==> src/srs_pkg.sv <==
// package: options, timing constants and states for the supply reset supervisor
package srs_pkg;

	// timeout option selector values
	localparam logic [2:0] SRS_TIMEOUT_OPTION_0 = 3'h0;
	localparam logic [2:0] SRS_TIMEOUT_OPTION_1 = 3'h1;
	localparam logic [2:0] SRS_TIMEOUT_OPTION_2 = 3'h2;
	localparam logic [2:0] SRS_TIMEOUT_OPTION_3 = 3'h3;
	localparam logic [2:0] SRS_TIMEOUT_OPTION_4 = 3'h4;

	// output style selector values
	localparam logic [1:0] SRS_OUT_PUSH_LOW  = 2'h0;
	localparam logic [1:0] SRS_OUT_PUSH_HIGH = 2'h1;
	localparam logic [1:0] SRS_OUT_OPEN_LOW  = 2'h2;

	// clock rate
	localparam int SRS_CLK_HZ = 25000000;

	// typical hold times in microseconds
	localparam real SRS_HOLD0_US = 70.0;
	localparam real SRS_HOLD1_US = 1500.0;
	localparam real SRS_HOLD2_US = 30000.0;
	localparam real SRS_HOLD3_US = 210000.0;
	localparam real SRS_HOLD4_US = 1680000.0;

	// hold times in cycles (every time rounds down)
	localparam int SRS_HOLD0_CYC = int'($floor(SRS_HOLD0_US * SRS_CLK_HZ / 1.0e6));
	localparam int SRS_HOLD1_CYC = int'($floor(SRS_HOLD1_US * SRS_CLK_HZ / 1.0e6));
	localparam int SRS_HOLD2_CYC = int'($floor(SRS_HOLD2_US * SRS_CLK_HZ / 1.0e6));
	localparam int SRS_HOLD3_CYC = int'($floor(SRS_HOLD3_US * SRS_CLK_HZ / 1.0e6));
	localparam int SRS_HOLD4_CYC = int'($floor(SRS_HOLD4_US * SRS_CLK_HZ / 1.0e6));

	// glitch rejection on the manual reset input, nanoseconds
	localparam real SRS_MANUAL_GLITCH_NS = 100.0;
	localparam int  SRS_MANUAL_GLITCH_CYC =
		int'($ceil(SRS_MANUAL_GLITCH_NS * SRS_CLK_HZ / 1.0e9));

	// supply dip rejection, microseconds
	localparam real SRS_SUPPLY_FILTER_US = 60.0;
	localparam int  SRS_SUPPLY_FILTER_CYC =
		int'($ceil(SRS_SUPPLY_FILTER_US * SRS_CLK_HZ / 1.0e6));

	// counter widths
	localparam int SRS_HOLD_W   = 26;
	localparam int SRS_FILTER_W = 12;

	// supervisor states, gray along the usual path
	typedef enum logic [1:0]
	{
		SRS_ST_ASSERT = 2'b00,
		SRS_ST_HOLD   = 2'b01,
		SRS_ST_IDLE   = 2'b11
	} srs_state_t;

endpackage

==> src/srs_filter_if.sv <==
// interface: link between supervisor and its input filters
interface srs_filter_if;
	logic raw_low;
	logic clean_low;
	modport filt (input raw_low, output clean_low);
	modport user (output raw_low, input clean_low);
endinterface

==> src/srs_low_filter.sv <==
// filter: passes a low level only after it stood a given number of cycles
module srs_low_filter
	import srs_pkg::*;
#(
	parameter int LOW_CYCLES = 3
)
(
	// clock and reset
	input  wire logic clk,
	input  wire logic rst,
	// filtered signal
	srs_filter_if.filt fi
);

	logic [SRS_FILTER_W-1:0] cnt_reg;
	logic                    clean_reg;

	//////////////////////////////////////////////////////////////////////////
	// short lows are dropped; highs clear at once so release is prompt
	always_ff @(posedge clk)
	begin
		if (rst)
		begin
			cnt_reg   <= '0;
			clean_reg <= 1'b0;
		end
		else if (!fi.raw_low)
		begin
			cnt_reg   <= '0;
			clean_reg <= 1'b0;
		end
		else if (cnt_reg >= SRS_FILTER_W'(LOW_CYCLES - 1))
			clean_reg <= 1'b1;
		else
			cnt_reg <= cnt_reg + SRS_FILTER_W'(1);
	end

	assign fi.clean_low = clean_reg;

endmodule

==> src/supply_reset_supervisor.sv <==
// top: supply reset supervisor with hold timeout; every output style driven at once, output_style unused
module supply_reset_supervisor
	import srs_pkg::*;
(
	// clock and reset
	input  wire logic       clk,
	input  wire logic       rst,
	// build options
	input  wire logic [2:0] timeout_option,
	input  wire logic [1:0] output_style,
	input  wire logic       sense_mode,
	// comparator and pin inputs
	input  wire logic       supply_low,
	input  wire logic       sense_low,
	input  wire logic       manual_reset_n,
	// reset outputs
	output logic            reset_out_n,
	output logic            reset_out,
	output logic            reset_od_o,
	output logic            reset_od_oe,
	output logic            reset_active
);

	//////////////////////////////////////////////////////////////////////////
	// two-flop synchronisers for asynchronous inputs
	logic [2:0] sync1_reg;
	logic [2:0] sync2_reg;

	always_ff @(posedge clk)
	begin
		if (rst)
		begin
			sync1_reg <= 3'h0;
			sync2_reg <= 3'h0;
		end
		else
		begin
			sync1_reg <= {sense_low, supply_low, ~manual_reset_n};
			sync2_reg <= sync1_reg;
		end
	end

	//////////////////////////////////////////////////////////////////////////
	// filters on manual and comparator paths
	srs_filter_if man_if ();
	srs_filter_if cmp_if ();

	assign man_if.raw_low = sync2_reg[0];

	assign cmp_if.raw_low = sense_mode ? sync2_reg[2] : sync2_reg[1];

	srs_low_filter #(.LOW_CYCLES(SRS_MANUAL_GLITCH_CYC)) u_man_filt
	(
		.clk (clk),
		.rst (rst),
		.fi  (man_if.filt)
	);

	srs_low_filter #(.LOW_CYCLES(SRS_SUPPLY_FILTER_CYC)) u_cmp_filt
	(
		.clk (clk),
		.rst (rst),
		.fi  (cmp_if.filt)
	);

	logic cause;

	assign cause = man_if.clean_low | cmp_if.clean_low;

	//////////////////////////////////////////////////////////////////////////
	// hold length from option; unused codes fall back to the shortest
	logic [SRS_HOLD_W-1:0] hold_len;

	always_comb
	begin
		unique case (timeout_option)
			SRS_TIMEOUT_OPTION_0: hold_len = SRS_HOLD_W'(SRS_HOLD0_CYC);
			SRS_TIMEOUT_OPTION_1: hold_len = SRS_HOLD_W'(SRS_HOLD1_CYC);
			SRS_TIMEOUT_OPTION_2: hold_len = SRS_HOLD_W'(SRS_HOLD2_CYC);
			SRS_TIMEOUT_OPTION_3: hold_len = SRS_HOLD_W'(SRS_HOLD3_CYC);
			SRS_TIMEOUT_OPTION_4: hold_len = SRS_HOLD_W'(SRS_HOLD4_CYC);
			default:              hold_len = SRS_HOLD_W'(SRS_HOLD0_CYC);
		endcase
	end

	//////////////////////////////////////////////////////////////////////////
	// state machine; powers up asserted so the system starts held
	srs_state_t            state_reg;
	logic [SRS_HOLD_W-1:0] cnt_reg;

	always_ff @(posedge clk)
	begin
		if (rst)
		begin
			state_reg <= SRS_ST_ASSERT;
			cnt_reg   <= '0;
		end
		else
		begin
			unique case (state_reg)
				SRS_ST_ASSERT:
				begin
					cnt_reg <= '0;
					if (!cause)
						state_reg <= SRS_ST_HOLD;
				end
				SRS_ST_HOLD:
				begin
					if (cause)
					begin
						state_reg <= SRS_ST_ASSERT;
						cnt_reg   <= '0;
					end
					else if (cnt_reg >= hold_len - SRS_HOLD_W'(1))
						state_reg <= SRS_ST_IDLE;
					else
						cnt_reg <= cnt_reg + SRS_HOLD_W'(1);
				end
				SRS_ST_IDLE:
				begin
					cnt_reg <= '0;
					if (cause)
						state_reg <= SRS_ST_ASSERT;
				end
				default:
				begin
					state_reg <= SRS_ST_ASSERT;
					cnt_reg   <= '0;
				end
			endcase
		end
	end

	logic asserting;

	assign asserting = (state_reg != SRS_ST_IDLE) || cause;

	//////////////////////////////////////////////////////////////////////////
	// registered outputs; all styles driven, board picks one
	always_ff @(posedge clk)
	begin
		if (rst)
		begin
			reset_out_n  <= 1'b0;
			reset_out    <= 1'b1;
			reset_od_o   <= 1'b0;
			reset_od_oe  <= 1'b1;
			reset_active <= 1'b1;
		end
		else
		begin
			reset_out_n  <= ~asserting;
			reset_out    <= asserting;
			reset_od_o   <= 1'b0;
			reset_od_oe  <= asserting;
			reset_active <= asserting;
		end
	end

	//////////////////////////////////////////////////////////////////////////
	// check helpers; counted apart from the filters and hold counter they judge
	logic [SRS_FILTER_W-1:0] man_run_reg;
	logic [SRS_FILTER_W-1:0] cmp_run_reg;
	logic [SRS_HOLD_W-1:0]   quiet_reg;

	always_ff @(posedge clk)
	begin
		if (rst || !man_if.raw_low)
			man_run_reg <= '0;
		else if (man_run_reg != SRS_FILTER_W'(SRS_MANUAL_GLITCH_CYC))
			man_run_reg <= man_run_reg + SRS_FILTER_W'(1);
	end

	always_ff @(posedge clk)
	begin
		if (rst || !cmp_if.raw_low)
			cmp_run_reg <= '0;
		else if (cmp_run_reg != SRS_FILTER_W'(SRS_SUPPLY_FILTER_CYC))
			cmp_run_reg <= cmp_run_reg + SRS_FILTER_W'(1);
	end

	// cycles since last cause; saturates so a long idle cannot wrap
	always_ff @(posedge clk)
	begin
		if (rst || cause)
			quiet_reg <= '0;
		else if (quiet_reg != '1)
			quiet_reg <= quiet_reg + SRS_HOLD_W'(1);
	end

	//////////////////////////////////////////////////////////////////////////
	// checks

	chk_man_filter_len: assert property (
		@(posedge clk) disable iff (rst)
		man_if.clean_low == (man_run_reg == SRS_FILTER_W'(SRS_MANUAL_GLITCH_CYC)))
		else $error("manual filter length wrong");

	chk_cmp_filter_len: assert property (
		@(posedge clk) disable iff (rst)
		cmp_if.clean_low == (cmp_run_reg == SRS_FILTER_W'(SRS_SUPPLY_FILTER_CYC)))
		else $error("comparator filter length wrong");

	chk_hold_quiet: assert property (
		@(posedge clk) disable iff (rst)
		(state_reg == SRS_ST_IDLE && $past(state_reg) == SRS_ST_HOLD)
		|-> quiet_reg == hold_len + SRS_HOLD_W'(1))
		else $error("hold length differs from quiet time");

	chk_hold_ends: assert property (
		@(posedge clk) disable iff (rst)
		(state_reg == SRS_ST_HOLD && !cause && quiet_reg == hold_len)
		|=> state_reg == SRS_ST_IDLE)
		else $error("hold did not end after timeout");

	chk_release_late: assert property (
		@(posedge clk) disable iff (rst)
		$rose(reset_out_n) |-> $past(quiet_reg) > hold_len)
		else $error("active-low output released early");

	chk_high_release: assert property (
		@(posedge clk) disable iff (rst)
		$fell(reset_out) |-> $past(quiet_reg) > hold_len)
		else $error("active-high output released early");

	chk_cause_asserts: assert property (
		@(posedge clk) disable iff (rst)
		cause |=> reset_active)
		else $error("cause present but reset not asserted");

	chk_hold_restart: assert property (
		@(posedge clk) disable iff (rst)
		(state_reg == SRS_ST_HOLD && cause) |=> state_reg == SRS_ST_ASSERT)
		else $error("cause during hold did not restart");

	chk_hold_no_early: assert property (
		@(posedge clk) disable iff (rst)
		(state_reg == SRS_ST_IDLE && $past(state_reg) == SRS_ST_HOLD)
		|-> $past(cnt_reg) >= hold_len - SRS_HOLD_W'(1))
		else $error("hold ended early");

	chk_polarity_pair: assert property (
		@(posedge clk) disable iff (rst)
		reset_out_n == ~reset_out)
		else $error("output polarities disagree");

	chk_high_follows: assert property (
		@(posedge clk) disable iff (rst)
		$rose(cause) |=> ##[0:1] reset_out)
		else $error("active-high output missed reset");

	chk_od_low_only: assert property (
		@(posedge clk) disable iff (rst)
		!reset_od_o && (reset_od_oe == reset_active))
		else $error("open drain drove high or enable wrong");

	chk_manual_holds: assert property (
		@(posedge clk) disable iff (rst)
		man_if.clean_low |=> (state_reg == SRS_ST_ASSERT) && reset_active)
		else $error("manual low did not hold reset");

	chk_glitch_reject: assert property (
		@(posedge clk) disable iff (rst)
		$rose(man_if.raw_low) ##1 !man_if.raw_low |-> !man_if.clean_low)
		else $error("manual glitch passed filter");

	chk_dip_filter: assert property (
		@(posedge clk) disable iff (rst)
		$rose(cmp_if.clean_low) |-> $past(cmp_if.raw_low, 2))
		else $error("supply dip passed too fast");

	chk_sense_select: assert property (
		@(posedge clk) disable iff (rst)
		sense_mode |-> cmp_if.raw_low == sync2_reg[2])
		else $error("sense mode watched the supply");

	chk_option_len: assert property (
		@(posedge clk) disable iff (rst)
		timeout_option == SRS_TIMEOUT_OPTION_1
		|-> hold_len == SRS_HOLD_W'(SRS_HOLD1_CYC))
		else $error("timeout option length wrong");

endmodule

==> config.mk <==
export PLATFORM = sky130hd
export DESIGN_NAME = supply_reset_supervisor
export DESIGN_NICKNAME = d
export VERILOG_FILES = /design/src/srs_pkg.sv /design/src/srs_filter_if.sv /design/src/srs_low_filter.sv /design/src/supply_reset_supervisor.sv
export SDC_FILE = /design/constraint.sdc
export NUM_CORES = 1
export LEC_CHECK = 0
export BUFFER_PORTS_ARGS = -buffer_cell sky130_fd_sc_hd__clkbuf_2
export CORE_MARGIN = 4
export CORE_UTILIZATION = 50
export CTS_CLUSTER_DIAMETER = 30
export DETAILED_ROUTE_END_ITERATION = 10
export GPL_TIMING_DRIVEN = 0
export PLACE_DENSITY = 0.73
export SYNTH_ARGS = -nofsm -noshare
export SYNTH_HDL_FRONTEND = slang
export SYNTH_SLANG_ARGS = --single-unit
==> constraint.sdc <==
create_clock -name clk -period 4.1 [get_ports clk]
set_clock_uncertainty 0.2 [all_clocks]
set_input_delay 0.41 -clock clk [delete_from_list [all_inputs] [get_ports clk]]
set_output_delay 0.41 -clock clk [all_outputs]
set_load 0.05 [all_outputs]
### Word-level counts from Yosys, hierarchy flattened

Cells that the tools add are included.

| storage, ports and cells | value |
|---|---|
| bits in registers | 62 |
| latch bits | 0 |
| memory bits (writable) | 0 |
| ROM bits | 0 |
| bits of input ports | 11 |
| output and inout port bits | 5 |
| logic and storage cells | 46 |
| memories | 0 |

| operators by class | value |
|---|---|
| add/subtract/negate cells | 4 |
| $mul | 0 |
| divide/modulo/power cells | 0 |
| order comparisons | 3 |
| equality and inequality tests | 10 |
| shift-type cells | 0 |
| mux-type cells | 7 |
| bitwise operators | 6 |
| reductions and logical operators | 6 |

Operator list:

| kind | number |
|---|---|
| one-hot mux 26 bit (4 select lines) | 1 |
| adder 26 x 1 -> 26 bit (second input constant) | 1 |
| >= comparator 26 bit | 1 |
| subtractor 26 x 1 -> 26 bit (second input constant) | 1 |
| adder 12 x 1 -> 12 bit (second input constant) | 2 |
| >= comparator 12 x 11 -> 1 bit (second input constant) | 1 |
| >= comparator 12 x 2 -> 1 bit (second input constant) | 1 |
| two-way mux 2 bit | 4 |
| equality test 3 x 2 -> 1 bit (second input constant) | 2 |
| != test 2 bit (second input constant) | 3 |
| one-hot mux 2 bit (3 select lines) | 1 |
| inverter 1 bit | 5 |
| OR reduction 2 bit | 2 |
| equality test 3 x 1 -> 1 bit (second input constant) | 1 |
| equality test 3 bit (second input constant) | 1 |
| != test 3 bit (second input constant) | 1 |
| AND reduction 3 bit | 1 |
| OR reduction 3 bit | 1 |
| equality test 2 x 1 -> 1 bit (second input constant) | 1 |
| equality test 2 bit (second input constant) | 1 |
| zero test 2 bit | 1 |
| logical OR 1 bit | 1 |
| two-way mux 1 bit | 1 |
| bitwise OR 1 bit | 1 |

### Longest topological paths before layout

Gate-level depths: netlist of run 1.

| depth | value |
|---|---|
| depth in word-level cells | 7 |
| gate-level depth with buffers | 15 |
| gate-level depth less buffers | 12 |

### Cells and area by module

Synthesis of run 1 repeated with hierarchy kept, for this count alone.

| second synthesis, totals | value |
|---|---|
| cells, all modules | 386 |
| area, all modules | 3,338.2 µm² |

Modules (own cells, without submodules):

| module | instances | cells an instance | area an instance (µm²) | seq. area each (µm²) |
|---|---|---|---|---|
| supply_reset_supervisor | 1 | 274 | 2,252.2 | 720.7 |
| srs_low_filter (u_cmp_filt) | 1 | 72 | 631.9 | 260.2 |
| srs_low_filter (u_man_filt) | 1 | 40 | 454.2 | 260.2 |

### Worst setup path after synthesis of run 1

Ideal clock, no wire load.

| path | value |
|---|---|
| path type | input to register |
| start point | input timeout_option[2] |
| end point | register cnt_reg[12] |
| setup time | 0.070 ns |
| data arrival time | 3.100 ns |
| required time | 3.830 ns |
| slack | 0.729 ns |
| cell stages on the path | 13 |
| path buffers | 2 |
| cells stage by stage | clkbuf_1 nand2b_1 inv_1 nand2b_1 inv_1 nor2_1 ha_1 a21boi_0 o311a_1 or4_4 buf_6 or4_1 a21oi_1 |

| on the way | value |
|---|---|
| longest elaborated chain between the ends | 4 |
| elaborated cells between the ends (all ways) | 7 |
| those cells by class | add/sub (1); order compare (1); eq/ne (4); mux (1) |

RTL lines:

| what | line | source |
|---|---|---|
| start, declared | supply_reset_supervisor.sv:9 | `input wire logic [2:0] timeout_option,` |
| equality test 3 bit, or another cell as far along | supply_reset_supervisor.sv:76 | `unique case (timeout_option)` |
| one-hot mux 26 bit (4 select lines) (*) | supply_reset_supervisor.sv:76 |  |
| subtractor 26 x 1 -> 26 bit (*) | supply_reset_supervisor.sv:114 | `else if (cnt_reg >= hold_len - SRS_HOLD_W'(1))` |
| >= comparator 26 bit (*) | supply_reset_supervisor.sv:114 |  |
| end signal, assigned | supply_reset_supervisor.sv:117 | `cnt_reg <= cnt_reg + SRS_HOLD_W'(1);` |
| end, declared | supply_reset_supervisor.sv:89 | `logic [SRS_HOLD_W-1:0] cnt_reg;` |

Mark *: on every way between the ends. The rest lies on a longest branch, timed or not.
A chain may end at the register's enable or synchronous reset.

### Worst setup path after layout of run 1

| path | value |
|---|---|
| start point | input timeout_option[2] |
| end point | register cnt_reg[1] |

Same word-level chain as after synthesis.

==> results by group, run 1 <==
Worst setup path
  – Worst path bufs/invs: 4
  – Startpoint types: primary input
  – Critical path type: in2reg
  – Worst path slowest cell: a2111oi_0
  – Most frequent CP cell: clkbuf_1
  – Critical path endpoint category: register
  – Critical path's largest stage delay: 0.63 ns
  – Delay-heaviest family, CP: compound AO/OA/AOI/OAI gates
  – Worst-path cell chain: clkbuf_1 -> nand2b_1 -> inv_1 -> nand2_1 -> and2_1 -> ha_1 -> a21o_1 -> nand3_1 -> a2111oi_0 -> or4_4 -> buf_6 -> clkbuf_1 -> o21ai_0 -> a21oi_1
  – Worst EP arrival: 3.62 ns
  – Crit path max fanout: 10
  – Worst endpoint required time: 4.17 ns

Layout
  – Share of layout cells above drive strength 1: 0.0776
  – Max reg flops: 26
  – Area grow syn2layout: 10.1%
  – Final instance area: 3740 um^2
  – Finished Core Util: 0.579
  – # diodes: 0
  – # fillers: 576
  – Layout Nets: 460

CTS
  – Clock latency on the worst-skew pair: 0.34 ns
  – Setup bufs post-CTS: 0
  – Clock tree sinks: 62
  – CTS Buffer Depth: 2
  – Root Buffer: clkbuf_8
  – TritonCTS clock tree: done
  – CTS Buf Count: 9
  – Cts-stage hold buffer count: 1
  – Clk slew on worst S/H paths: 0.07 ns
  – Post-cts sizing count: 0
  – H-tree depth: 3

Place
  – Port buffer count: 9
  – Post-DP Area: 3540 um^2
  – RePlAce Congestion: 0.841
  – HPWL after DPL: 5400 um

Detailed routing
  – DR vias: 2971
  – Vias per inst: 5.92
  – WL final: 7370 um
  – DR pass1 iterations: 4
  – Residual DRC: 0
  – Detail-routed net length per standard cell: 14.7 um
  – Post-route antenna net violation count: 0
  – DR iter-0 viols: 225

Die
  – Chip Width: 90.4 um
  – Initial Utilization: 0.525
  – Die area: 8170 um^2
  – Io pins: 16
  – # rows: 29
  – Area of the core: 6460 um^2
  – Die Ht: 90.4 um

Synthesis
  – Most used DFF post-synth: dfxtp_1
  – Yosys cell types: 40
  – Number of synthesized flops with an enable pin: 0
  – Yosys reg bits: 62
  – Avg Cell Area, Syn: 8.55 um^2
  – Cells after Synth: 397
  – Synth Cell Area: 3390 um^2
  – Warnings from Yosys: 0
  – Sequential area share after synthesis: 0.366
  – FFs w/ async S/R, synth: 0

Global route
  – Vias in the first global route: 2856
  – Total track usage: 0.196
  – Largest net degree at the start of global routing: 13
  – Total gr overflow: 0
  – First-pass GRT wire length: 13100 um
  – Initial antenna violation count: 0

STA
  – Setup Total Neg Slack: 0 ns
  – Number of setup violations in the final report: 0
  – Final period utilization: 0.865
  – Rel. slew slack: 0.529
  – Unrepaired setup endpoints after global routing: false
  – Final min period: 3.55 ns
  – Fmax: 282 MHz
  – Final Max Tran Viols: 0
  – Fin. Hold Viols: 0
  – Worst Tran Pin Value: 0.689 ns

Power
  – PD cells: 310 nW/um^2
  – Peak supply drop: 0.240 mV
  – Leakage: 1.46 nW

Worst hold path
  – Worst hold path class: in2reg

Flow run
  – Max_cap viols: 0

Outcome
  – Status: finished clean
[cells in the mapped netlist, types with 2 or more instances]
| cell | n | area share |
|---|---|---|
| buf_6 | 2 | 0.0066 |
| and3_1 | 8 | 0.015 |
| clkbuf_1 | 16 | 0.018 |
| or2_2 | 2 | 0.0037 |
| xor2_1 | 11 | 0.028 |
| nand2_1 | 19 | 0.021 |
| a21o_1 | 6 | 0.013 |
| o31ai_1 | 18 | 0.040 |
| nor4_1 | 7 | 0.013 |
| inv_1 | 11 | 0.012 |
| a21oi_1 | 33 | 0.049 |
| o21ai_0 | 5 | 0.0074 |
| nor2_1 | 31 | 0.034 |
| nor2b_1 | 6 | 0.011 |
| o21a_1 | 3 | 0.0066 |
| and4_1 | 3 | 0.0077 |
| or4_1 | 19 | 0.042 |
| mux2i_1 | 6 | 0.018 |
| ha_1 | 29 | 0.11 |
| a21boi_0 | 2 | 0.0044 |
| buf_4 | 3 | 0.0066 |
| or3_1 | 9 | 0.017 |
| and2_1 | 14 | 0.026 |
| o31a_1 | 2 | 0.0052 |
| conb_1 | 2 | 0.0022 |
| nand2b_1 | 7 | 0.013 |
| nand3_1 | 22 | 0.032 |
| xnor2_1 | 2 | 0.0052 |
| dfxtp_1 | 62 | 0.37 |
| nand4_1 | 21 | 0.039 |
| nor3_1 | 7 | 0.010 |
[cells in the final DEF, fill, tap and decap left out, drive strengths merged, types with 2 or more instances in the layout]
master and n:
a21boi 2, a21o 6, a21oi 33, and2 14
and3 8, and4 3, buf 6, clkbuf 35
clkinv 2, clkinvlp 4, conb 4, dfxtp 62
ha 29, inv 11, mux2i 6, nand2 19
nand2b 7, nand3 22, nand4 21, nor2 31
nor2b 6, nor3 7, nor4 7, o21a 3
o21ai 6, o31a 2, o31ai 18, or2 2
or3 9, or4 20, xnor2 2, xor2 11
[worst paths after layout]
kind / startpoint / endpoint / slack, ns / cells after the start
worst max register to register: cnt_reg[4]$_SDFFE_PP0N_ / cnt_reg[24]$_SDFFE_PP0N_ / 1.12 / 9
worst min register to register: sync1_reg[0]$_SDFF_PP0_ / sync2_reg[0]$_SDFF_PP0_ / 0.25 / 1
worst max-delay path: timeout_option[2] / cnt_reg[1]$_SDFFE_PP0N_ / 0.55 / 14
worst min-delay path: supply_low / sync1_reg[1]$_SDFF_PP0_ / 0.08 / 2
[worst reg2reg max path: cells and delay by family, from the launching register on]
family,cells,cell delay (ns)
AO/OA/AOI/OAI,5,1.05
buffers and inverters,2,0.40
adder cells (fa/ha/maj),1,0.30
AND/OR/NAND/NOR,1,0.45
flip-flops,1,0.44
[cell families (layout without fill, tap and decap cells)]
kind of cell / Yosys count / count (layout) / synth area share
xor gates and xnor gates: 13 / 13 / 0.0336
other: 2 / 4 / 0.00221
and+or+nand+nor: 177 / 177 / 0.290
adders and majority gates: 29 / 29 / 0.107
AOI/OAI and AO/OA: 75 / 75 / 0.140
muxes: 6 / 6 / 0.0177
buffers and inverters: 33 / 59 / 0.0442
DFF: 62 / 62 / 0.366
[cell type report]
| class | count | area [um^2] | area share |
|---|---|---|---|
| tap | 77 | 96.3 | 0.0258 |
| sequential | 62 | 1240 | 0.332 |
| multi-input combinational | 304 | 2010 | 0.538 |
| buffer | 22 | 109 | 0.0291 |
| timing repair buffer | 10 | 55.1 | 0.0147 |
| inverter | 11 | 41.3 | 0.0110 |
| clock buffer | 10 | 138 | 0.0368 |
| clock inverter | 6 | 47.5 | 0.0127 |
[power by group]
part	switching [mW]	leakage, nW	total (mW)	internal (mW)
Sequential	0.00322	0.501	0.610	0.607
Clock	0.255	0.0807	0.492	0.237
Combinational	0.0357	0.879	0.0581	0.0224
[stage by stage]
stage                     setup slack (ns)  std cells  hold WS, ns  power [mW]
final                                0.555        502       0.0774        1.16
after global routing                 0.288        502       0.0918        1.22
after CTS                            0.546        502       0.0685        1.17
after detailed placement             0.194        485        0.235       0.681
after global placement               0.330        485        0.216       0.678
after floorplan                      0.729        399        0.214       0.666
[layer usage]
metal / wire [um] / share of wire / track usage / vias up
met4: 186 / 0.025 / 0.0969 / 0
met5: 0 / 0 / 0 / -
met1: 3330 / 0.45 / 0.249 / 1356
met2: 3460 / 0.47 / 0.317 / 81
met3: 390 / 0.053 / 0.0392 / 17
li1: - / - / - / 1517
Power figures use the tool's default switching activity.
==> inputs of run 2 (changes only) <==
- CTS_CLUSTER_DIAMETER: 30 -> unset
- RECOVER_POWER: unset -> 50
- clock period: 4.1 -> 3.7 ns (I/O delays scaled with it)
==> run 2 against run 1 <==
Net effect: critical path depth down 1; worst hold slack worse by 0.041 ns; wire length up 0.75%; clock power up 11%; flip-flop and latch count unchanged; non-clock buffer count unchanged; sequential share of layout area about the same; count of clock-buffer cells in the layout unchanged; critical endpoint is now cnt_reg[24]$_SDFFE_PP0N_; largest power group unchanged.
==> results by group, run 2 (synthesis results as in run 1) <==
Global route
  – Initial antenna violation count: 0 (unchanged)
  – First-pass GRT wire length: 13100 um (unchanged)
  – Largest net degree at the start of global routing: 13 (unchanged)
  – Total track usage: 0.196 (unchanged)
  – Vias in the first global route: 2856 (unchanged)
  – Total gr overflow: 0 (unchanged)

Detailed routing
  – DR vias: 3003 (+1.1%)
  – Post-route antenna net violation count: 0 (unchanged)
  – WL final: 7420 um (+0.75%)
  – Detail-routed net length per standard cell: 14.8 um (+0.75%)
  – Residual DRC: 0 (unchanged)
  – Vias per inst: 5.98 (+1.1%)
  – DR pass1 iterations: 5 (+1)
  – DR iter-0 viols: 228 (+1.3%)

Layout
  – Most frequent cells in the layout: dfxtp_1, a21oi_1, nor2_1
  – Most common cell after layout, fill and taps aside: dfxtp_1
  – Area grow syn2layout: 10.1% (about the same)
  – # diodes: 0 (unchanged)
  – # fillers: 576 (unchanged)
  – Share of layout cells above drive strength 1: 0.0706 (-0.00706)
  – Max reg flops: 26 (unchanged)
  – Final instance area: 3730 um^2 (about the same)
  – Non-filler cells, final: 502 (unchanged)
  – Layout Nets: 460 (unchanged)

Outcome
  – Status: finished clean

Worst setup path
  – Startpoint types: primary input
  – Worst endpoint required time: 3.71 ns (-0.46 ns)
  – Worst path slowest cell: nor2_1
  – Worst-path cell chain: clkbuf_1 -> nor2_1 -> a21oi_1 -> inv_1 -> nor2_1 -> ha_1 -> a21boi_0 -> o311a_1 -> or4_4 -> buf_6 -> clkbuf_1 -> o31ai_1 -> a21oi_1
  – Worst setup startpoint: timeout_option[0]
  – Crit path max fanout: 10 (unchanged)
  – Critical path endpoint category: register
  – Worst r2r src: cnt_reg[4]$_SDFFE_PP0N_
  – Critical path's largest stage delay: 0.47 ns (-0.16 ns)
  – Worst EP arrival: 3.46 ns (-0.16 ns)
  – Critical path type: in2reg

STA
  – Hold Slack: 0.0368 ns (-0.0407 ns)
  – Number of setup violations in the final report: 0 (unchanged)
  – Worst Tran Pin Value: 0.904 ns (+0.215 ns)
  – Fmax: 290 MHz
  – Final Max Tran Viols: 0 (unchanged)
  – Final period utilization: 0.931
  – Fin. Hold Viols: 0 (unchanged)
  – Final min period: 3.45 ns
  – Rel. slew slack: 0.391 (-0.138)
  – Unrepaired setup endpoints after global routing: false

CTS
  – CTS Buffer Depth: 2 (unchanged)
  – TritonCTS clock tree: done
  – Clk slew on worst S/H paths: 0.07 ns (about the same)
  – Clock tree sinks: 62 (unchanged)
  – Setup bufs post-CTS: 0 (unchanged)
  – H-tree depth: 3 (unchanged)
  – Clock latency on the worst-skew pair: 0.34 ns (about the same)
  – CTS Buf Count: 9 (unchanged)
  – Root Buffer: clkbuf_8

Place
  – Port buffer count: 9 (unchanged)
  – RePlAce Congestion: 0.841 (unchanged)
  – Post-DP Area: 3540 um^2 (unchanged)
  – HPWL after DPL: 5400 um (unchanged)
  – Cell total after placement: 485 (unchanged)

Power
  – Internal power: 0.960 mW (+11%)
  – Power Total: 1.29 mW (+11%)
  – Clock power share: 0.424 (about the same)
  – Combinational share of power: 0.050 (about the same)
  – Switching share of total power: 0.253 (about the same)
  – Sequential power share: 0.526 (about the same)
  – Peak supply drop: 0.266 mV (+11%)
  – PD cells: 344 nW/um^2 (+11%)
  – Net Switching: 0.325 mW (+11%)
  – Leakage: 1.45 nW (-0.82%)

Worst hold path
  – Worst hold path class: in2reg
  – Hold_sp: supply_low

Die
  – Chip Width: 90.4 um (unchanged)
  – Die Ht: 90.4 um (unchanged)
  – Die area: 8170 um^2 (unchanged)
  – Io pins: 16 (unchanged)
  – # rows: 29 (unchanged)
  – Initial Utilization: 0.525 (unchanged)
  – Area of the core: 6460 um^2 (unchanged)

Flow run
  – Max_cap viols: 0 (unchanged)
run 2: cell type report:
type | count | area (um^2) | share of cell area
multi-input cells | 304 | 2010 | 0.538
flip-flops and latches | 62 | 1240 | 0.332
clock buffers | 10 | 138 | 0.0369
plain buffers | 22 | 110 | 0.0295
well taps | 77 | 96.3 | 0.0258
repair buffers | 10 | 50.0 | 0.0134
clock inverters | 6 | 47.5 | 0.0127
inverters | 11 | 41.3 | 0.0111
run 2: worst max-delay path, delay by kind of cell:
kind | cells | cell delay, ns
AND/OR/NAND/NOR | 3 | 0.97
buffers and inverters | 4 | 0.69
AO/OA/AOI/OAI | 5 | 1.14
adder cells (fa/ha/maj) | 1 | 0.29
run 2: metal layers:
metal  part of all wire  track usage  up-vias
met5                  0            0        -
met4              0.023       0.0969        0
met3              0.053       0.0392       20
met2               0.47        0.317       99
met1               0.46        0.249     1367
li1                   -            -     1517
run 2: worst paths after layout:
kind	end	slack [ns]	depth (start not counted)
worst min-delay path	sync1_reg[1]$_SDFF_PP0_	0.04	2
worst max-delay path	cnt_reg[24]$_SDFFE_PP0N_	0.25	13
worst max register to register	cnt_reg[24]$_SDFFE_PP0N_	0.71	9
worst min register to register	sync2_reg[0]$_SDFF_PP0_	0.25	1
run 2: through the flow:
stage          setup slack (ns)   util  setup TNS, ns
2_1_floorplan             0.369      -              0
4_1_cts                   0.186  0.579              0
5_1_grt                  0.0533  0.578              0
3_5_place_dp             -0.166  0.548          -3.15
6_report                  0.255  0.578              0
3_3_place_gp            -0.0304  0.548         -0.329
run 2: repair_timing:
item,in CTS,in global routing
hold endpoints to repair,1,0
endpoints found under the setup margin,0,20
hold buffers,1,0
gates resized for setup,0,3
run 2: power groups by stage:
stage	registers [mW]	clock network, mW	logic [mW]
6_report	0.676	0.545	0.0647
5_1_grt	0.677	0.597	0.0750
4_1_cts	0.676	0.560	0.0644
3_5_place_dp	0.691	0	0.0630
3_3_place_gp	0.691	0	0.0603
2_1_floorplan	0.690	0	0.0478
==> inputs of run 3 (changes only) <==
- ABC_AREA: unset -> 1
- clock period: 3.7 -> 3.64 ns (I/O delays scaled with it)
==> run 3 against run 2 <==
Net effect: sequential power grew 2%; highest routed layer unchanged; non-clock buffer count is 5 lower; count of clock-buffer cells in the layout increased by 1; worst hold slack got worse by 0.019 ns; register-to-register slack better by 0.60 ns; worst setup slack gained 0.28 ns; first-iteration DRC count rose by 15%; sequential share of layout area down 3.7 points; global-route usage rose by 1.2 points; core utilization is 0.46 points lower; cell count grew 39%.
==> results by group, run 3 <==
Power
  – Sequential power share: 0.497 (-0.029)
  – PD cells: 329 nW/um^2 (-4.4%)
  – Clock power share: 0.452 (+0.028)
  – Switching share of total power: 0.234 (-0.0187)
  – Internal power: 1.06 mW (+10%)
  – Net Switching: 0.324 mW (-0.32%)
  – Leakage: 1.72 nW (+19%)
  – Peak supply drop: 0.251 mV (-5.8%)
  – Power Total: 1.38 mW (+7.6%)
  – Combinational share of power: 0.051 (about the same)

Synthesis
  – Avg Cell Area, Syn: 6.69 um^2 (-22%)
  – Mux cell area share after synthesis: 0 (-0.0177)
  – Count leader, synth: nand2_1
  – Warnings from Yosys: 0 (unchanged)
  – Most used DFF post-synth: dfxtp_1
  – Compound-gate portion of the synthesized area: 0.0831 (-0.0566)
  – Largest family of logic cells by synthesized area: simple AND/OR/NAND/NOR gates
  – Yosys top cell by area: dfxtp_1
  – Number of synthesized flops with an enable pin: 0 (unchanged)
  – Post-synthesis xor/xnor area fraction: 0.0552 (+0.0217)
  – Post-Synth Adder-Cell Area: 0.0953 (-0.0116)
  – Most area-consuming cells after synthesis: dfxtp_1, nand2_1, ha_1, nor2_1, inv_1
  – Commonest cells post-synth: nand2_1, nor2_1, inv_1, dfxtp_1, a21oi_1
  – Top cell type's share of synthesized area: 0.326 (-0.0398)
  – FFs w/ async S/R, synth: 0 (unchanged)
  – Yosys cell types: 34 (-15%)
  – Cells after Synth: 569 (+43%)
  – Synth Cell Area: 3810 um^2 (+12%)
  – Sequential area share after synthesis: 0.326 (-0.0398)
  – Yosys reg bits: 62 (unchanged)
  – Post-synthesis share of cell area spent on and, or, nand and nor gates: 0.350 (+0.0598)

Layout
  – Final instance area: 4210 um^2 (+13%)
  – Share of layout cells above drive strength 1: 0.0751 (+0.00454)
  – Layout Nets: 634 (+38%)
  – Non-filler cells, final: 698 (+39%)
  – Most common cell after layout, fill and taps aside: nand2_1
  – # diodes: 0 (unchanged)
  – Max reg flops: 26 (unchanged)
  – Most frequent cells in the layout: nand2_1, nor2_1, inv_1
  – Area grow syn2layout: 10.5%

Worst setup path
  – Worst-path cell chain: clkbuf_2 -> inv_1 -> nor2_1 -> inv_1 -> nor2_1 -> inv_1 -> nand2_1 -> nor2_1 -> ha_1 -> nand2_1 -> nand2_1 -> nand2_1 -> nand2_1 -> nand2_1 -> nand3_1 -> nand2_2 -> buf_1 -> nand3_1 -> a21oi_1
  – Startpoint types: primary input
  – Critical path's largest stage delay: 0.44 ns (-0.03 ns)
  – Critical path endpoint category: register
  – Worst path slowest cell: buf_1
  – Worst endpoint required time: 3.70 ns (about the same)
  – R2R setup slack: 1.31 ns (+0.60 ns)
  – Critical path type: in2reg
  – Worst R2R End: cnt_reg[20]$_SDFFE_PP0N_
  – Worst EP arrival: 3.17 ns (-0.29 ns)
  – Delay-heaviest family, CP: simple AND/OR/NAND/NOR gates
  – Most frequent CP cell: nand2_1
  – Worst r2r src: cnt_reg[23]$_SDFFE_PP0N_
  – Crit path max fanout: 10 (unchanged)
  – Worst path bufs/invs: 5 (+1)
  – Register-to-Register Path Depth: 10 (+1)

STA
  – Final Max Tran Viols: 0 (unchanged)
  – Fin. Hold Viols: 0 (unchanged)
  – Hold Slack: 0.0177 ns (-0.0191 ns)
  – Unrepaired setup endpoints after global routing: false
  – Number of setup violations in the final report: 0 (unchanged)
  – Setup Total Neg Slack: 0 ns (unchanged)
  – Rel. slew slack: 0.597 (+0.206)
  – Fmax: 322 MHz
  – Final min period: 3.11 ns
  – Worst Tran Pin Value: 0.607 ns (-0.297 ns)
  – Final period utilization: 0.854

Place
  – Post-DP Area: 3990 um^2 (+13%)
  – Cell total after placement: 681 (+40%)
  – Port buffer count: 11 (+2)
  – HPWL after DPL: 6470 um (+20%)
  – RePlAce Congestion: 0.966 (+15%)

Detailed routing
  – Detail-routed net length per standard cell: 12.2 um (-18%)
  – Met2 routed WL: 3930 um (+14%)
  – WL final: 8490 um (+14%)
  – M1 wire length: 3990 um (+17%)
  – DR iter-0 viols: 262 (+15%)
  – DR pass1 iterations: 5 (unchanged)
  – DR WL met3: 422 um (+7.1%)
  – Vias per inst: 5.05 (-16%)
  – Post-route antenna net violation count: 0 (unchanged)
  – Top routing layer in use: met4
  – DR vias: 3525 (+17%)
  – Residual DRC: 0 (unchanged)

Die
  – Area of the core: 7330 um^2 (+14%)
  – Chip Width: 95.3 um (+5.4%)
  – Io pins: 16 (unchanged)
  – Die area: 9070 um^2 (+11%)
  – # rows: 31 (+6.9%)
  – Die Ht: 95.3 um (+5.4%)
  – Initial Utilization: 0.519 (-0.00601)

Global route
  – First-pass GRT wire length: 14900 um (+13%)
  – Total track usage: 0.208 (+0.0121)
  – Initial antenna violation count: 0 (unchanged)
  – Largest net degree at the start of global routing: 12 (-1)
  – Vias in the first global route: 3320 (+16%)
  – Total gr overflow: 0 (unchanged)

Outcome
  – Status: finished clean

Worst hold path
  – Worst hold path class: in2reg
  – Hold EP: sync1_reg[2]$_SDFF_PP0_
  – Hold_sp: sense_low
  – Hold path depth: 3 (+1)

CTS
  – Clock tree sinks: 62 (unchanged)
  – Root Buffer: clkbuf_8
  – Post-cts sizing count: 0 (unchanged)
  – Clock latency on the worst-skew pair: 0.34 ns (about the same)
  – H-tree depth: 3 (unchanged)
  – Setup bufs post-CTS: 0 (unchanged)
  – Clk slew on worst S/H paths: 0.07 ns (about the same)
  – CTS Buffer Depth: 2 (unchanged)
  – TritonCTS clock tree: done
  – Cts-stage hold buffer count: 1 (unchanged)
  – CTS Buf Count: 9 (unchanged)

Flow run
  – Max_cap viols: 0 (unchanged)
run 3: cells by family (layout without fill, tap and decap cells):
| logic type | Yosys count | after routing |
|---|---|---|
| AOI/OAI and AO/OA | 58 | 58 |
| xor gates and xnor gates | 24 | 24 |
| adders and majority gates | 29 | 29 |
| buffers and inverters | 81 | 109 |
| DFF | 62 | 62 |
| other | 2 | 4 |
| and+or+nand+nor | 313 | 313 |
run 3: worst max path at each step:
stage / end / slack [ns] / cells after the start / startpoint
after global placement: cnt_reg[4]$_SDFFE_PP0N_ / 0.25 / 17 / timeout_option[1]
after detailed placement: cnt_reg[20]$_SDFFE_PP0N_ / 0.18 / 19 / timeout_option[1]
after CTS: cnt_reg[20]$_SDFFE_PP0N_ / 0.53 / 19 / timeout_option[1]
after global routing: cnt_reg[18]$_SDFFE_PP0N_ / 0.11 / 19 / timeout_option[1]
final: cnt_reg[20]$_SDFFE_PP0N_ / 0.53 / 19 / timeout_option[1]
after floorplan: cnt_reg[2]$_SDFFE_PP0N_ / 1.10 / 18 / timeout_option[1]
run 3: area by class of cell:
class	count	area (um^2)
Inverter	66	248
Clock inverter	5	57.6
Multi-Input combinational cell	428	2240
Buffer	15	87.6
Tap cell	99	124
Sequential cell	62	1240
Fill cell	704	3130
Clock buffer	11	151
Timing Repair Buffer	12	60.1
run 3: power groups by stage:
stage	logic [mW]	registers [mW]	clock network [mW]
3_5_place_dp	0.0701	0.704	0
6_report	0.0705	0.688	0.625
5_1_grt	0.0845	0.688	0.680
4_1_cts	0.0713	0.688	0.637
2_1_floorplan	0.0499	0.702	0
3_3_place_gp	0.0672	0.703	0
run 3: worst min-delay path, stage by stage:
cell	delay, ns
clkbuf_2	0.08
inv_1	0.04
nor2_1	0.03
run 3: layer usage:
metal | vias up | global-route usage
li1 | 1846 | -
met1 | 1594 | 0.269
met2 | 69 | 0.346
met3 | 16 | 0.0403
met4 | 0 | 0.0721
met5 | - | 0
run 3: metrics by stage:
step / setup WS (ns) / util
final: 0.531 / 0.574
after global routing: 0.111 / 0.574
after CTS: 0.532 / 0.575
after detailed placement: 0.184 / 0.545
after global placement: 0.247 / 0.545
after floorplan: 1.10 / -
